[src/rtl/bec_pkg.sv]
`default_nettype none

package brx_pkg;

	// ****************************************
	// Register map, byte offsets
	// ****************************************
	localparam int          BRX_ADDR_W        = 8;
	localparam int          BRX_DATA_W        = 16;
	localparam int          BRX_TALLY_W       = 24;
	localparam int          BRX_LOW_W         = 16;
	localparam int          BRX_HIGH_W        = BRX_TALLY_W - BRX_LOW_W;
	localparam int          BRX_FLAG_N        = 4;

	localparam logic [7:0]  BRX_OFS_LIVE      = 8'h6c;
	localparam logic [7:0]  BRX_OFS_LATCHED   = 8'h6e;
	localparam logic [7:0]  BRX_OFS_IRQ_EN    = 8'h70;
	localparam logic [7:0]  BRX_OFS_COUNT_LO  = 8'h74;
	localparam logic [7:0]  BRX_OFS_COUNT_HI  = 8'h76;

	// ****************************************
	// Field positions inside the 4-bit flag group
	// ****************************************
	localparam int          BRX_BIT_LOCK      = 0;
	localparam int          BRX_BIT_NONZERO   = 1;
	localparam int          BRX_BIT_ERROR     = 2;
	localparam int          BRX_BIT_DONE      = 3;

	// ****************************************
	// Reset values and tally maximum
	// ****************************************
	localparam logic [23:0] BRX_TALLY_MAX     = 24'hff_ffff;
	localparam logic [23:0] BRX_TALLY_RST     = 24'h00_0000;
	localparam logic [15:0] BRX_DATA_ZERO     = 16'h0000;

	// Four status sources, in register bit order (msb first)
	typedef struct packed {
		logic update_done;
		logic bit_error;
		logic count_nonzero;
		logic lock_change;
	} brx_flags_t;

	localparam brx_flags_t  BRX_FLAGS_RST     = '{default: 1'b0};

endpackage

`default_nettype wire

[src/rtl/bec_error_counter.sv]
// Contract
// - Live lock status bit reads 0 while checker is locked, 1 otherwise.
// - Latched update-done flag sets when live update-done rises.
// - Latched bit-error flag sets on every detected bit error.
// - Latched count-nonzero flag sets when live count-nonzero rises.
// - Latched lock-change flag sets on either edge of lock status.
// - Update-done interrupt requested when its enable and latched flag set.
// - Bit-error interrupt needs enable, latched flag and port enable.
// - Count-nonzero interrupt needs enable, latched flag and port enable.
// - Lock-change interrupt needs enable, latched flag and port enable.
// - Tally is 24 bits; low 16 bits in first count register, reset zero.
// - Upper 8 bits in second count register bits 7..0; 15..8 read zero.
// - Each bit error in lock counts; tally saturates at maximum, never wraps.
// - Tally does not advance while checker is out of lock.
// - Visible count registers load only on update strobe, else hold.
// - Live update-done rises after update, drops when request goes low.
// - Live count-nonzero is tally nonzero; cleared by a counter update.
`timescale 1ns/1ps
`default_nettype none

module brx_error_counter
	import brx_pkg::*;
#(
	parameter int TALLY_W = BRX_TALLY_W
) (
	input  wire logic                  core_clk_in,
	input  wire logic                  reset_n_in,
	input  wire logic                  pattern_unlocked_in,
	input  wire logic                  bit_error_in,
	input  wire logic                  perf_update_strobe_in,
	input  wire logic                  port_irq_enable_field_in,
	input  wire logic [BRX_ADDR_W-1:0] addr_in,
	input  wire logic [BRX_DATA_W-1:0] wr_data_in,
	input  wire logic                  wr_strobe_in,
	input  wire logic                  rd_strobe_in,
	output logic      [BRX_DATA_W-1:0] rd_data_out,
	output logic                       irq_out
);

	// ****************************************
	// State
	// ****************************************
	logic                  unlocked_q;
	logic                  strobe_q;
	logic                  update_done_q;
	logic                  update_done_d;
	logic                  nonzero_q;
	logic [TALLY_W-1:0]    tally_q;
	logic [TALLY_W-1:0]    tally_d;
	logic [TALLY_W-1:0]    visible_q;
	brx_flags_t            latched_q;
	brx_flags_t            latched_d;
	brx_flags_t            irq_en_q;
	brx_flags_t            events;
	brx_flags_t            gated;
	logic [BRX_DATA_W-1:0] rd_data_q;
	logic [BRX_DATA_W-1:0] rd_mux;
	logic                  irq_q;

	// ****************************************
	// Address decode
	// ****************************************
	wire logic sel_live     = (addr_in == BRX_OFS_LIVE);
	wire logic sel_latched  = (addr_in == BRX_OFS_LATCHED);
	wire logic sel_irq_en   = (addr_in == BRX_OFS_IRQ_EN);
	wire logic sel_count_lo = (addr_in == BRX_OFS_COUNT_LO);
	wire logic sel_count_hi = (addr_in == BRX_OFS_COUNT_HI);
	wire logic wr_latched   = wr_strobe_in & sel_latched;
	wire logic wr_irq_en    = wr_strobe_in & sel_irq_en;

	// ****************************************
	// Live status and event detection
	// ****************************************
	// Update strobe acts on its rising edge only
	wire logic update_pulse = perf_update_strobe_in & ~strobe_q;
	// Counting pauses out of lock
	wire logic count_now    = bit_error_in & ~pattern_unlocked_in;
	wire logic tally_full   = (tally_q == BRX_TALLY_MAX[TALLY_W-1:0]);
	wire logic nonzero_live = (tally_q != BRX_TALLY_RST[TALLY_W-1:0]);

	assign update_done_d = perf_update_strobe_in & (update_done_q | update_pulse);

	assign events.update_done   = update_done_d & ~update_done_q;
	assign events.bit_error     = bit_error_in;
	assign events.count_nonzero = nonzero_live & ~nonzero_q;
	assign events.lock_change   = pattern_unlocked_in ^ unlocked_q;

	// ****************************************
	// Error tally
	// ****************************************
	// saturating count
	always_comb begin
		tally_d = tally_q;
		if (update_pulse) begin
			tally_d = count_now ? TALLY_W'(1) : BRX_TALLY_RST[TALLY_W-1:0];
		end else if (count_now && !tally_full) begin
			tally_d = tally_q + TALLY_W'(1);
		end
	end

	// Tally and tracking flops
	always_ff @(posedge core_clk_in) begin
		if (!reset_n_in) begin
			tally_q       <= BRX_TALLY_RST[TALLY_W-1:0];
			unlocked_q    <= 1'b0;
			strobe_q      <= 1'b0;
			update_done_q <= 1'b0;
			nonzero_q     <= 1'b0;
		end else begin
			tally_q       <= tally_d;
			unlocked_q    <= pattern_unlocked_in;
			strobe_q      <= perf_update_strobe_in;
			update_done_q <= update_done_d;
			nonzero_q     <= nonzero_live;
		end
	end

	// visible copy loads on update only
	always_ff @(posedge core_clk_in) begin
		if (!reset_n_in) begin
			visible_q <= BRX_TALLY_RST[TALLY_W-1:0];
		end else if (update_pulse) begin
			visible_q <= tally_q;
		end
	end

	// ****************************************
	// Latched flags, write one to clear
	// ****************************************
	genvar gi;
	generate
		for (gi = 0; gi < BRX_FLAG_N; gi++) begin : g_flag
			assign latched_d[gi] = events[gi] |
				(latched_q[gi] & ~(wr_latched & wr_data_in[gi]));
		end
	endgenerate

	// Flag and enable registers
	always_ff @(posedge core_clk_in) begin
		if (!reset_n_in) begin
			latched_q <= BRX_FLAGS_RST;
			irq_en_q  <= BRX_FLAGS_RST;
		end else begin
			latched_q <= latched_d;
			if (wr_irq_en) begin
				irq_en_q <= brx_flags_t'(wr_data_in[BRX_FLAG_N-1:0]);
			end
		end
	end

	// ****************************************
	// Interrupt gating
	// ****************************************
	// no port gate on update done
	assign gated.update_done   = latched_q.update_done & irq_en_q.update_done;
	assign gated.bit_error     = latched_q.bit_error & irq_en_q.bit_error &
		port_irq_enable_field_in;
	assign gated.count_nonzero = latched_q.count_nonzero & irq_en_q.count_nonzero &
		port_irq_enable_field_in;
	assign gated.lock_change   = latched_q.lock_change & irq_en_q.lock_change &
		port_irq_enable_field_in;

	// request is OR of gated terms
	always_ff @(posedge core_clk_in) begin
		if (!reset_n_in) begin
			irq_q <= 1'b0;
		end else begin
			irq_q <= |gated;
		end
	end

	// ****************************************
	// Read path
	// ****************************************
	// lock status in bit 0
	wire logic [BRX_DATA_W-1:0] live_word = {
		{(BRX_DATA_W-BRX_FLAG_N){1'b0}},
		update_done_q, 1'b0, nonzero_live,
		unlocked_q
	};

	always_comb begin
		if (sel_live) begin
			rd_mux = live_word;
		end else if (sel_latched) begin
			rd_mux = BRX_DATA_W'(latched_q);
		end else if (sel_irq_en) begin
			rd_mux = BRX_DATA_W'(irq_en_q);
		end else if (sel_count_lo) begin
			rd_mux = visible_q[BRX_LOW_W-1:0];
		end else if (sel_count_hi) begin
			rd_mux = BRX_DATA_W'(visible_q[TALLY_W-1:BRX_LOW_W]);
		end else begin
			rd_mux = BRX_DATA_ZERO;             // Unmapped reads zero
		end
	end

	// Read data valid only in the cycle after the strobe
	always_ff @(posedge core_clk_in) begin
		if (!reset_n_in) begin
			rd_data_q <= BRX_DATA_ZERO;
		end else begin
			rd_data_q <= rd_strobe_in ? rd_mux : BRX_DATA_ZERO;
		end
	end

	assign rd_data_out = rd_data_q;
	assign irq_out     = irq_q;
endmodule

`default_nettype wire

[config.mk]
export PLATFORM = sky130hd
export DESIGN_NAME = brx_error_counter
export DESIGN_NICKNAME = d
export VERILOG_FILES = /design/src/rtl/bec_pkg.sv /design/src/rtl/bec_error_counter.sv
export SDC_FILE = /design/constraint.sdc
export NUM_CORES = 1
export LEC_CHECK = 0
export CORE_AREA = 2 2 69 104
export CTS_CLUSTER_SIZE = 8
export DETAILED_ROUTE_END_ITERATION = 10
export DIE_AREA = 0 0 71 106
export DONT_BUFFER_PORTS = 1
export PLACE_DENSITY = 0.66
export SETUP_SLACK_MARGIN = 0.4
export SLEW_MARGIN = 20
export SYNTH_ARGS = -nofsm -noshare
export SYNTH_HDL_FRONTEND = slang
export SYNTH_SLANG_ARGS = --single-unit
export TNS_END_PERCENT = 50
[constraint.sdc]
create_clock -name core_clk_in -period 6.2 [get_ports core_clk_in]
set_clock_uncertainty 0.2 [all_clocks]
set_input_delay 0.62 -clock core_clk_in [delete_from_list [all_inputs] [get_ports core_clk_in]]
set_output_delay 0.62 -clock core_clk_in [all_outputs]
set_load 0.03 [all_outputs]
==> metrics.md <==
| Metric | Value |
|---|---|
| TritonCTS buffer count | `9` |
| Minimum clock period after layout | `2.414 ns` |
| R2R depth | `6` |
| Synthesized instance count | `390` |
| Core Util, Final | `0.5441` |
| Setup TNS | `0 ns` |
| Layout cells sized above 1 | `0.07772` |
| N_diodes | `0` |
| Cts repair resizes | `0` |
| Residual DRC | `0` |
| Clock Latency Late Sink | `approximately 0.36 ns` |
| Total detailed-routing wirelength | `7361 um` |
| Avg Inst Size Synth | `8.704 sq um` |
| Synth Register Bits | `77` |
| GR Util met3 | `0.02370` |
| Reg power frac | `0.519` |
| CP arrival | `2.45 ns` |
| Slew @ Worst Pin | `0.7410 ns` |
| Port Buffers | `0` |
| Global routing usage on met2 | `0.3451` |
| Max_cap viols | `0` |
| Main synth FF type | `dfxtp_1` |
| Kind of critical path | `flop to flop` |
| HPWL Detailed | `5130 um` |
| Total global-route track usage | `0.2105` |
| Placed Instance Area | `roughly 3400 sq um` |
| Clk buf depth | `2` |
| WP data required | `6.24 ns` |
| Setup Fix Bufs, Post-CTS | `0` |
| RSZ-0062 raised after global routing | `false` |
| CP peak stage delay | `0.66 ns` |
| Int Pwr | `0.7506 mW` |
| Critical-path top delay cell | `or4_1` |
| CP endpoint kind | `flop` |
| Initial antenna violation count | `0` |
| Die Area | `between 7000 and 8000 sq um` |
| Die width | `71 um` |
| Antenna viol nets, final | `0` |
| Root Buffer | `clkbuf_8` |
| Vias in the first global route | `2641` |
| Grt total ovfl | `0` |
| First-pass GRT wire length | `around 13000 um` |
| Busiest layer in global routing | `met2` |
| HP Class | `primary input to flop` |
| CTS tree | `done` |
| Stages on the worst setup path | `6` |
| Vias/cell | `5.772` |
| Peak supply drop | `~93 uV` |
| Area grow syn2layout | `7.593%` |
| Combinational group share of total power | `0.032` |
| Routed len/inst | `15.86 um` |
| H-tree levels | `3` |
| Pin count of the biggest net entering global routing | `42` |
| Post-route cell area | `3652 sq um` |
| Async set-reset flop share out of synthesis | `0` |
| Non-filler cells, final | `464` |
| # rows | `37` |
| Core Region | `between 6000 and 7000 sq um` |
| Sum of buffers and inverters on the critical path | `0` |
| Routability cong. | `0.8405` |
| Clock power share | `0.449` |
| Clock sinks | `between 70 and 80` |
| # IOs | `49` |
| Relative slew margins | `0.5048` |
| Initial detailed-routing violation count | `about 180` |
| Status | `finished, final reports clean` |
| Final hold slack | `0.1814 ns` |
| Routed via count | `2678` |
| GR Util met1 | `0.2563` |
| P_leak | `1.193 nW` |
| Initial Util | `0.5057` |
| First-pass DRT Iterations | `4` |
| Yosys warning count | `0` |
| Reg clk slew, reported paths | `around 0.080 ns` |
| Slew Limit Fails | `0` |
| Depth of the worst hold-timing path | `1` |
| Commonest non-fill, non-tap cell in the layout | `dfxtp_1` |
| Most frequent cells in the layout | `dfxtp_1, nand2_1, a21boi_0, nor2_1, nand3_1` |
| CP top delay family | `simple AND/OR/NAND/NOR gates` |
| CP max FO | `6` |
| Mapped cell area | `roughly 3400 sq um` |
| Power per cell area | `roughly 260 nW/um^2` |
| Placed cells | `448` |
| Post-CTS Hold Fix Bufs | `0` |
| Nets | `415` |
| Seq/Total Area, Yosys | `0.4541` |
| Cell Chain, Critical Path | `ha_1 -> nand3_1 -> or4_1 -> a2111oi_4 -> xnor2_1 -> nor2_2` |
| Final setup vio count | `0` |
| Tcrit/Tclk final | `0.3893` |
| Net Sw Frac | `0.2225` |
| Critical Path Source Type | `flop` |
| Achievable clock frequency | `414.3 MHz` |
| Sw Pwr | `0.2148 mW` |
| Synth cell types | `54` |
| Syn Nets | `424` |
| Final hold vios | `0` |
| Chip Height | `106 um` |
| Post-synth EDFFs | `0` |
[routing by layer]
metal  up-vias  wire length, um  part of all wire
met4         0              235             0.032
met3        18              296             0.040
met1      1240             3226              0.44
met5         -                0                 0
met2        69             3602              0.49
li1       1351                -                 -
[power groups by stage]
| stage | clock [mW] | combinational, mW | sequential, mW |
|---|---|---|---|
| final | 0.433 | 0.0310 | 0.501 |
| after global routing | 0.460 | 0.0347 | 0.502 |
| after CTS | 0.443 | 0.0311 | 0.501 |
| after detailed placement | 0 | 0.0309 | 0.513 |
| after global placement | 0 | 0.0306 | 0.513 |
| after floorplan | 0 | 0.0290 | 0.512 |
[synth_stat cells (2+ instances only)]
| master | instances | area [sq um] |
|---|---|---|
| nand2b_1 | 4 | 25.02 |
| a211oi_1 | 2 | 15.01 |
| o211ai_1 | 2 | 15.01 |
| nor2_1 | 22 | 82.58 |
| a21oi_1 | 10 | 50.05 |
| a22oi_1 | 3 | 22.52 |
| nor2b_1 | 7 | 43.79 |
| nand4b_1 | 2 | 17.52 |
| xnor2_1 | 11 | 96.34 |
| clkbuf_1 | 16 | 60.06 |
| nand2_1 | 68 | 255.2 |
| o21a_1 | 3 | 22.52 |
| nor4_1 | 9 | 56.30 |
| and2_1 | 11 | 68.82 |
| nor4_2 | 2 | 25.02 |
| buf_2 | 3 | 15.01 |
| nand3_2 | 2 | 20.02 |
| nand3_1 | 14 | 70.07 |
| dfxtp_1 | 77 | 1541 |
| nand4_1 | 8 | 50.05 |
| a21o_1 | 2 | 15.01 |
| o21ai_0 | 13 | 65.06 |
| o2111ai_1 | 2 | 17.52 |
| or4_1 | 2 | 15.01 |
| inv_1 | 11 | 41.29 |
| a22o_1 | 3 | 26.28 |
| a21boi_0 | 30 | 225.2 |
| xor2_1 | 4 | 35.03 |
| nand3b_1 | 2 | 15.01 |
| ha_1 | 2 | 25.02 |
| nor3_1 | 7 | 35.03 |
| or3_1 | 3 | 18.77 |
| mux2i_1 | 9 | 90.09 |
| and4_1 | 4 | 35.03 |
[per-stage QoR]
step / total power [mW] / setup slack, ns
5_1_grt: 0.9968 / 3.649
4_1_cts: 0.9756 / 3.623
2_1_floorplan: 0.5411 / 3.957
3_5_place_dp: 0.5439 / 3.260
6_report: 0.9655 / 3.786
3_3_place_gp: 0.5435 / 3.349
[worst register-to-register path: stages (launching register included)]
cell,delay [ns]
dfxtp_1,0.43
ha_1,0.22
nand3_1,0.17
or4_1,0.66
a2111oi_4,0.38
xnor2_1,0.18
nor2_2,0.04
[state kept, by name (all words and copies together), names as in the netlist]
| signal | cells |
|---|---|
| irq_en_q | 4 |
| nonzero_q | 1 |
| update_done_q | 1 |
| latched_q | 4 |
| strobe_q | 1 |
| rd_data_out | 16 |
| unlocked_q | 1 |
| tally_q | 24 |
| irq_out | 1 |
| visible_q | 24 |
[final cells by class]
class | count | area [sq um]
multi-input cells | 280 | 1725
well taps | 78 | 97.59
fillers | 616 | 3060
inverters | 11 | 41.29
clock inverters | 6 | 93.84
repair buffers | 2 | 15.01
flip-flops and latches | 77 | 1541
clock buffers | 10 | 137.6
[path summary, 6_finish.rpt]
kind / startpoint / endpoint / slack [ns]
worst max-delay path: tally_q[1] / tally_q[14] / 3.79
worst min-delay path: pattern_unlocked_in / unlocked_q / 0.18
worst max register to register: tally_q[1] / tally_q[14] / 3.79
worst min register to register: strobe_q / update_done_q / 0.26
[cell families after synthesis]
family / after synthesis / share of synthesized area
AND/OR/NAND/NOR: 174 / 0.2613
AO/OA/AOI/OAI: 79 / 0.1696
flip-flops: 77 / 0.4541
buffers and inverters: 33 / 0.03907
XOR/XNOR: 15 / 0.03870
multiplexers: 10 / 0.02986
adder cells (fa/ha/maj): 2 / 0.007371
(Power assumes the default switching activity.)
